**config.mk**
```make
export PLATFORM = sky130hd
export DESIGN_NAME = adc_gpio_bias_regs
export DESIGN_NICKNAME = d
export VERILOG_FILES = /design/src/inc/conv_bank_pkg.sv /design/src/rtl/adc_gpio_bias_regs.sv
export VERILOG_INCLUDE_DIRS = /design/src /design/src/inc
export SDC_FILE = /design/constraint.sdc
export NUM_CORES = 1
export LEC_CHECK = 0
export ABC_CLOCK_PERIOD_IN_PS = 3800
export BUFFER_PORTS_ARGS = -buffer_cell sky130_fd_sc_hd__buf_2
export CORE_ASPECT_RATIO = 1.1
export CORE_MARGIN = 10
export CORE_UTILIZATION = 55
export CTS_CLUSTER_DIAMETER = 200
export DETAILED_ROUTE_END_ITERATION = 10
export GPL_ROUTABILITY_DRIVEN = 0
export PLACE_DENSITY = 0.85
export SLEW_MARGIN = 5
export SYNTH_ARGS = -nofsm -noshare
export SYNTH_HDL_FRONTEND = slang
export SYNTH_SLANG_ARGS = --single-unit
export TNS_END_PERCENT = 100
```
**constraint.sdc**
```tcl
create_clock -name clk_in -period 3.8 [get_ports clk_in]
set_input_delay 1.14 -clock clk_in [delete_from_list [all_inputs] [get_ports clk_in]]
set_output_delay 1.14 -clock clk_in [all_outputs]
set_load 0.01 [all_outputs]
```
**src/inc/conv_bank_regs.svh**
```systemverilog
// Register offsets, field positions, reset values and timing counts of the bank
`ifndef CONV_BANK_REGS_SVH
`define CONV_BANK_REGS_SVH

// Offsets
`define OFS_CONV_CONTROL 10'h302
`define OFS_CONV_STATUS 10'h303
`define OFS_CONV_RESULT 10'h304
`define OFS_PIN_OUTPUT 10'h305
`define OFS_PIN_INPUT 10'h306
`define OFS_PIN_DIR_LEVEL 10'h307
`define OFS_IF_AMP_BIAS 10'h308
`define OFS_OUT_DRV_BIAS 10'h309
`define OFS_LO_AMP_BIAS 10'h30A
`define OFS_DET_TRIM 10'h30C
`define OFS_MIX_BIAS_POS 10'h30D
`define OFS_MIX_BIAS_NEG 10'h30E

// Reset values
`define RST_CONV_CONTROL 8'hCA
`define RST_CONV_STATUS 8'h01
`define RST_CONV_RESULT 8'hEF
`define RST_PIN_OUTPUT 8'h00
`define RST_PIN_SAMPLED 3'h7
`define RST_PIN_DIR_LEVEL 8'h00
`define RST_IF_AMP_BIAS 8'h08
`define RST_OUT_DRV_BIAS 8'h88
`define RST_LO_AMP_BIAS 8'h88
`define RST_DET_TRIM 8'h00
`define RST_MIX_BIAS 8'h08

// Field positions
`define BIT_CONV_ENABLE 0
`define BIT_CONV_START 1
`define BIT_CONV_HALVE 2
`define BIT_CONV_LOG 3
`define BIT_STAT_EOC 0
`define BIT_STAT_BUSY 1
`define BIT_STAT_READY 2

// Writable masks of mixed-access registers
`define MASK_PIN_OUTPUT 8'h0E
`define MASK_PIN_DIR_LEVEL 8'h7E
`define MASK_IF_AMP_BIAS 8'h0F
`define MASK_5BIT 8'h1F

// Converter clock cycles per conversion
`define CONV_CYCLES 4'h8

`endif

```
**src/inc/conv_bank_pkg.sv**
```systemverilog
// Types shared by the converter, pin and bias register bank
package conv_bank_pkg;

    // Converter sequencer states
    typedef enum logic [1:0] {
        CONV_IDLE,
        CONV_RUN,
        CONV_DONE
    } conv_state_e;

    // Register access request from the serial port
    typedef struct packed {
        logic wr;
        logic rd;
        logic [9:0] addr;
        logic [7:0] wdata;
    } reg_req_s;

    // Per-pin drive settings to the pad ring
    typedef struct packed {
        logic [2:0] value;
        logic [2:0] enable;
        logic [2:0] low_volt;
    } pin_drive_s;

endpackage : conv_bank_pkg

```
**src/rtl/adc_gpio_bias_regs.sv**
```systemverilog
// Converter control, general-purpose pins and analog bias register bank
`timescale 1ns/10ps
`default_nettype none
`include "conv_bank_regs.svh"

// Function
// - Converter clock is reference over twice divider
// - Bit 3 selects logarithmic result scale
// - Bit 2 halves converter input
// - Only start bit rising edge starts conversion
// - Ready flag set once result latched
// - Busy while converting, end flag when done
// - Read-only result register resets to 0xEF
// - Output register bits drive the pins
// - Sampled pin levels readable, reset ones
// - Direction bit one makes pin output
// - Level bit selects 3.3 or 1.8 volt
// - Five-bit detector trim, upper bits reserved
module adc_gpio_bias_regs
    import conv_bank_pkg::*;
#(
    parameter int RESULT_W = 8
)
(
    input wire logic clk_in,
    input wire logic reset_in,
    input wire logic clk_en_in,
    input wire reg_req_s req_in,
    input wire logic ref_tick_in,
    input wire logic [RESULT_W-1:0] sample_in,
    input wire logic [2:0] pin_level_in,
    output logic [7:0] rdata_out,
    output pin_drive_s pin_out,
    output logic conv_log_out,
    output logic conv_halve_out,
    output logic conv_clk_out,
    output logic [3:0] if_amp_bias_level_out,
    output logic [7:0] output_driver_bias_out,
    output logic [7:0] lo_amp_bias_out,
    output logic [4:0] detector_trim_value_out,
    output logic [4:0] mixer_bias_pos_field_out,
    output logic [4:0] mixer_bias_neg_field_out
);

    // ------------------------------------------------------------
    // Register storage
    // ------------------------------------------------------------
    logic [7:0] control_reg; // Converter control
    logic [7:0] status_reg; // Converter status
    logic [7:0] result_reg; // Converter result
    logic [7:0] pin_output_reg; // Pin drive values
    logic [2:0] pin_sampled_reg; // Sampled pin levels
    logic [7:0] pin_dir_level_reg; // Direction and level
    logic [7:0] if_bias_reg; // IF amplifier bias
    logic [7:0] drv_bias_reg; // Output driver bias
    logic [7:0] lo_bias_reg; // LO amplifier bias
    logic [7:0] trim_reg; // Detector trim
    logic [7:0] mix_pos_reg; // Mixer bias positive
    logic [7:0] mix_neg_reg; // Mixer bias negative
    logic start_prev_reg; // Start bit last cycle
    logic [3:0] div_count_reg; // Reference tick counter
    logic conv_clk_reg; // Divided converter clock
    logic [3:0] bit_count_reg; // Converter cycles left
    conv_state_e state_reg; // Sequencer state
    logic [7:0] rdata_reg; // Read data holding

    // ------------------------------------------------------------
    // Write decode
    // ------------------------------------------------------------
    // Masked merge of write data into a register
    function automatic logic [7:0] merge(input logic [7:0] old_val,
                                         input logic [7:0] wdata,
                                         input logic [7:0] mask);
        merge = (old_val & ~mask) | (wdata & mask);
    endfunction : merge

    wire wr_control = req_in.wr && (req_in.addr == `OFS_CONV_CONTROL);
    wire wr_pin_out = req_in.wr && (req_in.addr == `OFS_PIN_OUTPUT);
    wire wr_dir_lvl = req_in.wr && (req_in.addr == `OFS_PIN_DIR_LEVEL);
    wire wr_if_bias = req_in.wr && (req_in.addr == `OFS_IF_AMP_BIAS);
    wire wr_drv_bias = req_in.wr && (req_in.addr == `OFS_OUT_DRV_BIAS);
    wire wr_lo_bias = req_in.wr && (req_in.addr == `OFS_LO_AMP_BIAS);
    wire wr_trim = req_in.wr && (req_in.addr == `OFS_DET_TRIM);
    wire wr_mix_pos = req_in.wr && (req_in.addr == `OFS_MIX_BIAS_POS);
    wire wr_mix_neg = req_in.wr && (req_in.addr == `OFS_MIX_BIAS_NEG);

    // ------------------------------------------------------------
    // Read decode
    // ------------------------------------------------------------
    logic [7:0] rdata_next;
    always_comb
    begin
        // Unmapped offsets read as zero
        if (req_in.addr == `OFS_CONV_CONTROL)
            rdata_next = control_reg;
        else if (req_in.addr == `OFS_CONV_STATUS)
            rdata_next = status_reg;
        else if (req_in.addr == `OFS_CONV_RESULT)
            rdata_next = result_reg;
        else if (req_in.addr == `OFS_PIN_OUTPUT)
            rdata_next = pin_output_reg;
        else if (req_in.addr == `OFS_PIN_INPUT)
            rdata_next = {4'h0, pin_sampled_reg, 1'b0};
        else if (req_in.addr == `OFS_PIN_DIR_LEVEL)
            rdata_next = pin_dir_level_reg;
        else if (req_in.addr == `OFS_IF_AMP_BIAS)
            rdata_next = if_bias_reg;
        else if (req_in.addr == `OFS_OUT_DRV_BIAS)
            rdata_next = drv_bias_reg;
        else if (req_in.addr == `OFS_LO_AMP_BIAS)
            rdata_next = lo_bias_reg;
        else if (req_in.addr == `OFS_DET_TRIM)
            rdata_next = trim_reg;
        else if (req_in.addr == `OFS_MIX_BIAS_POS)
            rdata_next = mix_pos_reg;
        else if (req_in.addr == `OFS_MIX_BIAS_NEG)
            rdata_next = mix_neg_reg;
        else
            rdata_next = 8'h00;
    end

    // ------------------------------------------------------------
    // Converter control decode
    // ------------------------------------------------------------
    wire [3:0] clk_divider = control_reg[7:4]; // conv_clock_divider
    wire conv_enable = control_reg[`BIT_CONV_ENABLE];
    wire start_bit = control_reg[`BIT_CONV_START];
    // Rising edge of start only, and only when enabled
    wire start_edge = start_bit && !start_prev_reg && conv_enable;
    // Converter clock toggles at end of each divided half period, rising at every second one
    wire div_wrap = ref_tick_in && (div_count_reg + 4'h1 >= clk_divider);
    wire conv_step = div_wrap && !conv_clk_reg;
    // Sample, halved if bit 2 set and log-scaled if bit 3 set, presented as result
    wire [RESULT_W-1:0] halved = control_reg[`BIT_CONV_HALVE] ? (sample_in >> 1)
                                                             : sample_in;
    wire [RESULT_W-1:0] log_val = log_scale(halved);
    wire [7:0] result_next = control_reg[`BIT_CONV_LOG] ? log_val[7:0]
                                                        : halved[7:0];

    // Leading-one position with three fraction bits
    function automatic logic [RESULT_W-1:0] log_scale(input logic [RESULT_W-1:0] x);
        logic [RESULT_W-1:0] res;
        res = '0;
        for (int i = 0; i < RESULT_W; i++)
        begin
            if (x[i])
                res = RESULT_W'((i << 5) | ((i >= 3) ? ((x >> (i - 3)) & 7) << 2 : 0));
        end
        log_scale = res;
    endfunction : log_scale

    // ------------------------------------------------------------
    // Register writes
    // ------------------------------------------------------------
    always_ff @(posedge clk_in or posedge reset_in)
    begin
        if (reset_in)
        begin
            control_reg <= `RST_CONV_CONTROL;
            pin_output_reg <= `RST_PIN_OUTPUT;
            pin_dir_level_reg <= `RST_PIN_DIR_LEVEL;
            if_bias_reg <= `RST_IF_AMP_BIAS;
            drv_bias_reg <= `RST_OUT_DRV_BIAS;
            lo_bias_reg <= `RST_LO_AMP_BIAS;
            trim_reg <= `RST_DET_TRIM;
            mix_pos_reg <= `RST_MIX_BIAS;
            mix_neg_reg <= `RST_MIX_BIAS;
        end
        else if (clk_en_in)
        begin
            if (wr_control)
                control_reg <= req_in.wdata;
            if (wr_pin_out)
                pin_output_reg <= merge(pin_output_reg, req_in.wdata, `MASK_PIN_OUTPUT);
            if (wr_dir_lvl)
                pin_dir_level_reg <= merge(pin_dir_level_reg, req_in.wdata,
                                           `MASK_PIN_DIR_LEVEL);
            if (wr_if_bias)
                if_bias_reg <= merge(if_bias_reg, req_in.wdata, `MASK_IF_AMP_BIAS);
            if (wr_drv_bias)
                drv_bias_reg <= req_in.wdata;
            if (wr_lo_bias)
                lo_bias_reg <= req_in.wdata;
            if (wr_trim)
                trim_reg <= merge(trim_reg, req_in.wdata, `MASK_5BIT);
            if (wr_mix_pos)
                mix_pos_reg <= merge(mix_pos_reg, req_in.wdata, `MASK_5BIT);
            if (wr_mix_neg)
                mix_neg_reg <= merge(mix_neg_reg, req_in.wdata, `MASK_5BIT);
        end
    end

    // ------------------------------------------------------------
    // Converter clock divider
    // ------------------------------------------------------------
    always_ff @(posedge clk_in or posedge reset_in)
    begin
        if (reset_in)
        begin
            div_count_reg <= 4'h0;
            conv_clk_reg <= 1'b0;
        end
        else if (clk_en_in && ref_tick_in)
        begin
            // Toggle every divider ticks: period is twice the divider
            if (div_wrap)
            begin
                div_count_reg <= 4'h0;
                conv_clk_reg <= !conv_clk_reg;
            end
            else
                div_count_reg <= div_count_reg + 4'h1;
        end
    end

    // ------------------------------------------------------------
    // Conversion sequencer
    // ------------------------------------------------------------
    always_ff @(posedge clk_in or posedge reset_in)
    begin
        if (reset_in)
        begin
            state_reg <= CONV_IDLE;
            status_reg <= `RST_CONV_STATUS;
            result_reg <= `RST_CONV_RESULT;
            bit_count_reg <= 4'h0;
            start_prev_reg <= 1'b1;
        end
        else if (clk_en_in)
        begin
            start_prev_reg <= start_bit;
            case (state_reg)
                CONV_IDLE:
                begin
                    // Begin on qualified edge only
                    if (start_edge)
                    begin
                        state_reg <= CONV_RUN;
                        bit_count_reg <= `CONV_CYCLES;
                        status_reg <= 8'h02;
                    end
                end
                CONV_RUN:
                begin
                    // Count converter clock rising edges
                    if (conv_step)
                    begin
                        if (bit_count_reg == 4'h1)
                            state_reg <= CONV_DONE;
                        bit_count_reg <= bit_count_reg - 4'h1;
                    end
                end
                CONV_DONE:
                begin
                    // Latch result, flag ready and complete
                    result_reg <= result_next;
                    status_reg <= 8'h05;
                    state_reg <= CONV_IDLE;
                end
                default:
                    state_reg <= CONV_IDLE;
            endcase
        end
    end

    // ------------------------------------------------------------
    // Pins, read data and analog settings
    // ------------------------------------------------------------
    always_ff @(posedge clk_in or posedge reset_in)
    begin
        if (reset_in)
        begin
            pin_sampled_reg <= `RST_PIN_SAMPLED;
            rdata_reg <= 8'h00;
            pin_out <= '0;
        end
        else if (clk_en_in)
        begin
            pin_sampled_reg <= pin_level_in;
            if (req_in.rd)
                rdata_reg <= rdata_next;
            pin_out.value <= pin_output_reg[3:1];
            pin_out.enable <= pin_dir_level_reg[6:4];
            pin_out.low_volt <= pin_dir_level_reg[3:1];
        end
    end

    assign rdata_out = rdata_reg;
    assign conv_log_out = control_reg[`BIT_CONV_LOG];
    assign conv_halve_out = control_reg[`BIT_CONV_HALVE];
    assign conv_clk_out = conv_clk_reg;
    assign if_amp_bias_level_out = if_bias_reg[3:0];
    assign output_driver_bias_out = drv_bias_reg;
    assign lo_amp_bias_out = lo_bias_reg;
    assign detector_trim_value_out = trim_reg[4:0];
    assign mixer_bias_pos_field_out = mix_pos_reg[4:0];
    assign mixer_bias_neg_field_out = mix_neg_reg[4:0];
endmodule : adc_gpio_bias_regs
`default_nettype wire

```
==> impl_metrics.yaml, run 1 <==
sta:
  period_share_pct: 74.8
  rsz0062_at_grt: "no"
  drv_slew: 0
  hold_viol_final: 0
  fmax_mhz: 352
  worst_pin_slew_ns: 0.981
  finalSetupViolations: 0
  fin_tns_setup_ns: 0
  slew_headroom_pct: 33.8
  period_needed_ns: 2.84
  skew_ns: 0.0111
job:
  maxCapViolations: 0
critical_path:
  crit_fanout: 10
  crit_required_ns: 4.07
  worst_ep_arrival_time_ns: 3.11
  critPathTopFamily: "simple AND/OR/NAND/NOR gates"
  worstSetupPathType: "input pin to register"
  end_kind: "register"
  cp_num_buf_inv: 1
  crit_slowest_cell: "nor4_4"
  start_kind: "input pin"
  path_cells: "buf_2 -> nor4_4 -> nand2_1 -> nor3_2 -> mux2_2"
  critPathMaxStageDelay_ns: 0.58
floorplan:
  num_rows: 36
  dieWidth_um: 112
  die_area_sq_um: 13500
  design.core.area_sq_um: 8920
  start_util_pct: 57.0
  io_pins: 90
  dieHeight_um: 121
logic_synthesis:
  synth.avg_cell_area_sq_um: 10.7
  yosys.cell_types.count: 68
  synth-seq-cells: 95
  synth-main-ff-cell: "dfrtp_1"
  ys_async_sr_fraction_pct: 100
  seq_area_frac_synth_pct: 47.4
  yosys_warnings: 0
  synth_edf_count: 0
  synthesis.nets: 515
  syn_inst: 473
  netlist_area_sq_um: 5080
grt:
  grt_pass1_wl_um: 23000
  overflow: 0
  antenna_found_initial: 0
  grt_pass1_vias: 4362
  grt_max_degree: 52
  grt_usage_pct: 20.6
route:
  dr.pass1.iters: 6
  num_vias: 4301
  drt_wl_total_um: 14100
  drt_iter0_markers: 415
  ant_nets: 0
  route.detailed.drc: 0
  via_per_inst: 6.36
  routedWlPerCell_um: 20.9
clock_tree:
  cts_setup_buffers: 0
  path_clk_slew_ns: 0.10
  cts_tree: "done"
  cts.sinks: 95
  clockBufferDepth: 2
  cts_made_buffers: 9
  post_cts_resized: 0
  htree_num_levels: 3
  clk_latency_ns: 0.38
  cts_root_buf: "clkbuf_8"
  ctsHoldBuffers: 0
finish:
  antennaDiodeCount: 0
  nets: 599
  regMostFlops: "pin_out"
  layout_commonest_cell: "buf_2"
  drive_gt1_share_pct: 37.0
  largest_register_ffs: 9
  syn_to_final_growth_pct: 14.3
  final_cell_mix: "89 x buf_2, 72 x dfrtp_1, 54 x mux2_2"
  fillCellCount: 720
power:
  p_leak_nw: 2.75
  p_per_area_nw_per_um2: 361
  power_w: 0.00210
  irDropWorstVdd_mv: 0.227
status:
  status: "finished clean"
place:
  place_hpwl_um: 10500
  portBuffers: 89
hold_path:
  min_path_type: "register to register"
kinds of logic (layout without fill, tap and decap cells):
| family | Yosys count | after routing | share of synthesized area [%] |
|---|---|---|---|
| XOR/XNOR | 3 | 3 | 0.517 |
| flip-flops | 95 | 95 | 47.4 |
| AO/OA/AOI/OAI | 128 | 128 | 16.7 |
| multiplexers | 71 | 71 | 16.1 |
| AND/OR/NAND/NOR | 126 | 126 | 14.3 |
| adder cells (fa/ha/maj) | 7 | 7 | 1.72 |
| buffers and inverters | 43 | 132 | 3.37 |
path summary, 6_finish.rpt:
check	depth (start not counted)	startpoint	slack (ns)	to
hold reg to reg	2	status_reg[0]	0.47	status_reg[0]
min in group asynchronous	2	reset_in	0.91	div_count_reg[3]
setup reg to reg	8	div_count_reg[0]	1.11	bit_count_reg[0]
max in group asynchronous	3	reset_in	2.12	result_reg[6]
setup / recovery	5	req_in[13]	0.96	output_driver_bias_out[6]
hold / removal	2	status_reg[0]	0.47	status_reg[0]
layout make-up:
type / count / area [sq um] / share of cell area [%]
repair buffers: 95 / 503 / 8.66
flip-flops and latches: 95 / 2410 / 41.4
clock inverters: 4 / 28.8 / 0.495
inverters: 21 / 80.1 / 1.38
multi-input cells: 335 / 2500 / 43.1
clock buffers: 12 / 145 / 2.50
well taps: 114 / 143 / 2.46
worst reg2reg max path: cells and delay by family (launching register included):
family                     cells  cell delay [ns]
AOI/OAI and AO/OA              4             1.33
xor gates and xnor gates       1             0.17
DFF                            1             0.44
adders and majority gates      2             0.55
and+or+nand+nor                1             0.09
synthesized netlist by cell type, types with 4 or more instances:
cell,instances,area [sq um]
a211oi_1,5,37.5
a21oi_1,36,180
a221oi_1,5,43.8
a22oi_1,6,45.0
clkbuf_1,16,60.1
dfrtp_1,72,1800
dfstp_2,23,604
ha_1,7,87.6
inv_1,21,78.8
mux2_2,54,608
mux2_4,8,120
mux2i_1,9,90.1
nand2_1,36,135
nand2b_1,9,56.3
nand3_1,7,35.0
nand4_1,5,31.3
nand4b_1,4,35.0
nor2_1,16,60.1
nor2b_1,8,50.1
nor3_1,12,60.1
o211ai_1,4,30.0
o21a_1,4,30.0
o21ai_0,25,125
o22ai_1,7,43.8
o31ai_1,4,30.0
or3_1,4,25.0
metal layers:
metal / vias to the layer above / routed length, um / GRT usage, %
met5: - / 0 / 0
met4: 0 / 418 / 8.04
met3: 40 / 1250 / 4.65
met2: 248 / 6770 / 33.7
met1: 2098 / 5690 / 25.9
li1: 1915 / - / -
report_power, final:
part / internal (W) / leakage [nW] / switching [W]
clock network: 0.000258 / 0.0830 / 0.000361
registers: 0.00108 / 1.20 / 0.0000520
logic: 0.000137 / 1.47 / 0.000210
total: 0.00148 / 2.75 / 0.000623
stage by stage:
step | setup slack, ns | hold WS, ns | cells | util, % | cell area [sq um]
detailed placement | 0.607 | 0.454 | 660 | 63.2 | 5630
global placement | 0.656 | 0.449 | 660 | 63.2 | 5630
floorplan | 0.221 | 0.439 | 473 | - | 5080
CTS | 1.01 | 0.469 | 676 | 65.1 | 5810
finish | 0.958 | 0.472 | 676 | 65.1 | 5810
global route | 0.806 | 0.515 | 676 | 65.1 | 5810
Power figures use the tool's default switching activity.
==> run 2: changes to the inputs <==
--- a/config.mk
+++ b/config.mk
@@ -6,15 +6,16 @@
 export SDC_FILE = /design/constraint.sdc
 export NUM_CORES = 1
 export LEC_CHECK = 0
-export ABC_CLOCK_PERIOD_IN_PS = 3800
+export ABC_AREA = 1
+export ABC_CLOCK_PERIOD_IN_PS = 2400
 export BUFFER_PORTS_ARGS = -buffer_cell sky130_fd_sc_hd__buf_2
 export CORE_ASPECT_RATIO = 1.1
 export CORE_MARGIN = 10
-export CORE_UTILIZATION = 55
+export CORE_UTILIZATION = 50
 export CTS_CLUSTER_DIAMETER = 200
 export DETAILED_ROUTE_END_ITERATION = 10
 export GPL_ROUTABILITY_DRIVEN = 0
-export PLACE_DENSITY = 0.85
+export PLACE_DENSITY = 0.82
 export SLEW_MARGIN = 5
 export SYNTH_ARGS = -nofsm -noshare
 export SYNTH_HDL_FRONTEND = slang
==> constraint.sdc (replaced) <==
create_clock -name clk_in -period 2.4 [get_ports clk_in]
set_input_delay 0.72 -clock clk_in [delete_from_list [all_inputs] [get_ports clk_in]]
set_output_delay 0.72 -clock clk_in [all_outputs]
set_load 0.01 [all_outputs]
==> run 2 against run 1 <==
  * Synthesized cell count up 30%
  * Cell count rose by 24%
  * Flip-flop and latch count is the same
  * Sequential share of layout area rose by 0.76 points
  * Clock power increased by 80%
==> impl_metrics.yaml, run 2 <==
route:
  route.detailed.drc: 0
  drt_iter0_markers: 372
  routedWlPerCell_um: 16.1
  num_vias: 4553
  via_per_inst: 5.42
  dr.pass1.iters: 6
  drt_wl_total_um: 13600
  ant_nets: 0
power:
  combPwrFrac_pct: 20.3
  clkPwrFrac_pct: 29.0
  intPower_w: 0.00269
  netSwitchingPower_w: 0.00113
  p_per_area_nw_per_um2: 671
  irDropWorstVdd_mv: 0.326
  power_w: 0.00382
  pwr-share-seq_pct: 50.8
  p_leak_nw: 2.96
  swShare_pct: 29.6
clock_tree:
  cts.sinks: 95
  ctsHoldBuffers: 0
  cts_made_buffers: 9
  clockBufferDepth: 2
  path_clk_slew_ns: 0.09
  htree_num_levels: 3
  clk_latency_ns: 0.37
  cts_root_buf: "clkbuf_8"
  cts_tree: "done"
job:
  maxCapViolations: 0
sta:
  rsz0062_at_grt: "no"
  slew_headroom_pct: 63.1
  skew_ns: 0.00853
  fin_tns_setup_ns: 0
  hold_viol_final: 0
  whs_ns: 0.461
  finalSetupViolations: 0
  worst_pin_slew_ns: 0.548
  period_share_pct: 89.5
  fmax_mhz: 465
  period_needed_ns: 2.15
  drv_slew: 0
logic_synthesis:
  seq_area_frac_synth_pct: 49.9
  syn_inst: 614
  netlist_area_sq_um: 4820
  synthTopCellsByCount: "190 x nand2_1, 96 x o21ai_0, 72 x dfrtp_1, 72 x inv_1, 33 x nand3_1"
  synth_area_leaders: "dfrtp_1 37%, nand2_1 15%, dfstp_2 13%"
  synth-main-ff-cell: "dfrtp_1"
  synth_most_common_cell: "nand2_1"
  yosys.cell_types.count: 38
  synth_area_leader_cell: "dfrtp_1"
  synth-seq-cells: 95
  synth_edf_count: 0
  ys_async_sr_fraction_pct: 100
  synthesis.nets: 656
  synth_top_cell_area_share_pct: 37.4
  synth.avg_cell_area_sq_um: 7.85
  yosys_warnings: 0
finish:
  fillCellCount: 831
  layout_commonest_cell: "nand2_1"
  final_cell_mix: "190 x nand2_1, 96 x o21ai_0, 89 x buf_2"
  nets: 760
  syn_to_final_growth_pct: 18.4
  regMostFlops: "pin_out"
  largest_register_ffs: 9
  drive_gt1_share_pct: 23.0
  antennaDiodeCount: 0
  final_cells: 840
  regArea_sq_um: 2410
  multiInputGateArea_sq_um: 2070
grt:
  grt_usage_pct: 19.5
  grt_pass1_wl_um: 22100
  overflow: 0
  grt_pass1_vias: 4670
  antenna_found_initial: 0
  grt_max_degree: 96
floorplan:
  die_area_sq_um: 14000
  dieHeight_um: 123
  dieWidth_um: 114
  start_util_pct: 51.3
  num_rows: 37
  design.core.area_sq_um: 9400
  io_pins: 90
hold_path:
  min_path_type: "input pin to asynchronous set/reset pin"
critical_path:
  r2r-end: "bit_count_reg[1]"
  worst_ep_arrival_time_ns: 2.44
  crit_required_ns: 2.69
  crit_path_start: "div_count_reg[0]"
  crit_slowest_cell: "dfrtp_1"
  crit_top_cell: "nand3_1"
  r2r_slack_ns: 0.25
  worstSetupPathType: "register to register"
  crit_end: "bit_count_reg[1]"
  path_cells: "ha_1 -> ha_1 -> inv_1 -> o21bai_1 -> nand3_1 -> nand3_1 -> nand3_1 -> a21oi_2 -> buf_4 -> nand2_1 -> o22ai_1"
  r2r_start: "div_count_reg[0]"
  end_kind: "register"
  r2r.worst_path.cells: 11
  crit_fanout: 4
  critPathMaxStageDelay_ns: 0.40
  start_kind: "register"
place:
  portBuffers: 89
  place_hpwl_um: 10300
  dp.cells: 822
status:
  status: "finished clean"
-- run 2: cell types whose count changed in the layout (fill, tap and decap cells not counted), moves of 12 or more --
| cell | before | now |
|---|---|---|
| mux2_2 | 54 | 0 |
| o21ai_0 | 25 | 96 |
| nand2_1 | 36 | 190 |
| nor2_1 | 16 | 28 |
| a21oi_1 | 36 | 13 |
| nand3_1 | 7 | 33 |
| inv_1 | 20 | 71 |
-- run 2: metal layers --
layer / part of all wire (%) / GRT usage, % / vias to the layer above
met5: 0 / 0 / -
met4: 3.7 / 10.9 / 0
met3: 7.6 / 4.80 / 48
met2: 47 / 32.0 / 205
met1: 42 / 23.0 / 2094
li1: - / - / 2206
-- run 2: worst max-delay path, delay by kind of cell, from the launching register on --
| kind | cells | cell delay (ns) |
|---|---|---|
| AOI/OAI and AO/OA | 3 | 0.46 |
| adders and majority gates | 2 | 0.64 |
| DFF | 1 | 0.40 |
| buffers and inverters | 2 | 0.20 |
| and+or+nand+nor | 4 | 0.38 |
-- run 2: stage by stage --
stage               utilization [%]  setup WS (ns)  area, sq um
finish                         60.7          0.252         5700
global route                   60.7         0.0242         5700
CTS                            60.4         0.0890         5680
detailed placement             58.2          0.113         5470
global placement               58.2          0.215         5470
floorplan                         -          0.307         4820
-- run 2: cells by family (layout without fill, tap and decap cells) --
logic type      count (synthesis)  after routing  share of synthesized area, %
compound gates                138            138                          15.5
xor+xnor                        4              4                         0.727
fa+ha+maj                       7              7                          1.82
buf+inv                        89            198                          7.27
flops                          95             95                          49.9
simple gates                  281            281                          24.7
-- run 2: layout make-up --
class,instances,share of cell area (%)
Sequential cell,95,42.2
Multi-Input combinational cell,430,36.3
Inverter,78,5.20
Clock inverter,2,0.680
Timing Repair Buffer,104,10.0
Clock buffer,14,3.03
Tap cell,117,2.57
-- run 2: what timing repair did --
item	CTS	global route
endpoints found under the setup margin	0	3
setup buffers	0	2
hold endpoints to repair	0	0
resized for setup	0	2
-- run 2: worst min-delay path by stage --
stage / from / endpoint / slack, ns
floorplan: bit_count_reg[2] / bit_count_reg[2] / 0.43
global placement: pin_out[4] / pin_out[4] / 0.45
detailed placement: bit_count_reg[2] / bit_count_reg[2] / 0.45
CTS: bit_count_reg[2] / bit_count_reg[2] / 0.47
global route: pin_out[6] / pin_out[6] / 0.49
finish: reset_in / pin_out[6] / 0.46
-- run 2: power groups by stage --
stage / combinational [W] / clock [W] / sequential [W]
detailed placement: 0.000738 / 0 / 0.00197
global placement: 0.000682 / 0 / 0.00196
global route: 0.000880 / 0.00117 / 0.00196
finish: 0.000775 / 0.00111 / 0.00194
floorplan: 0.000479 / 0 / 0.00194
CTS: 0.000747 / 0.00111 / 0.00194
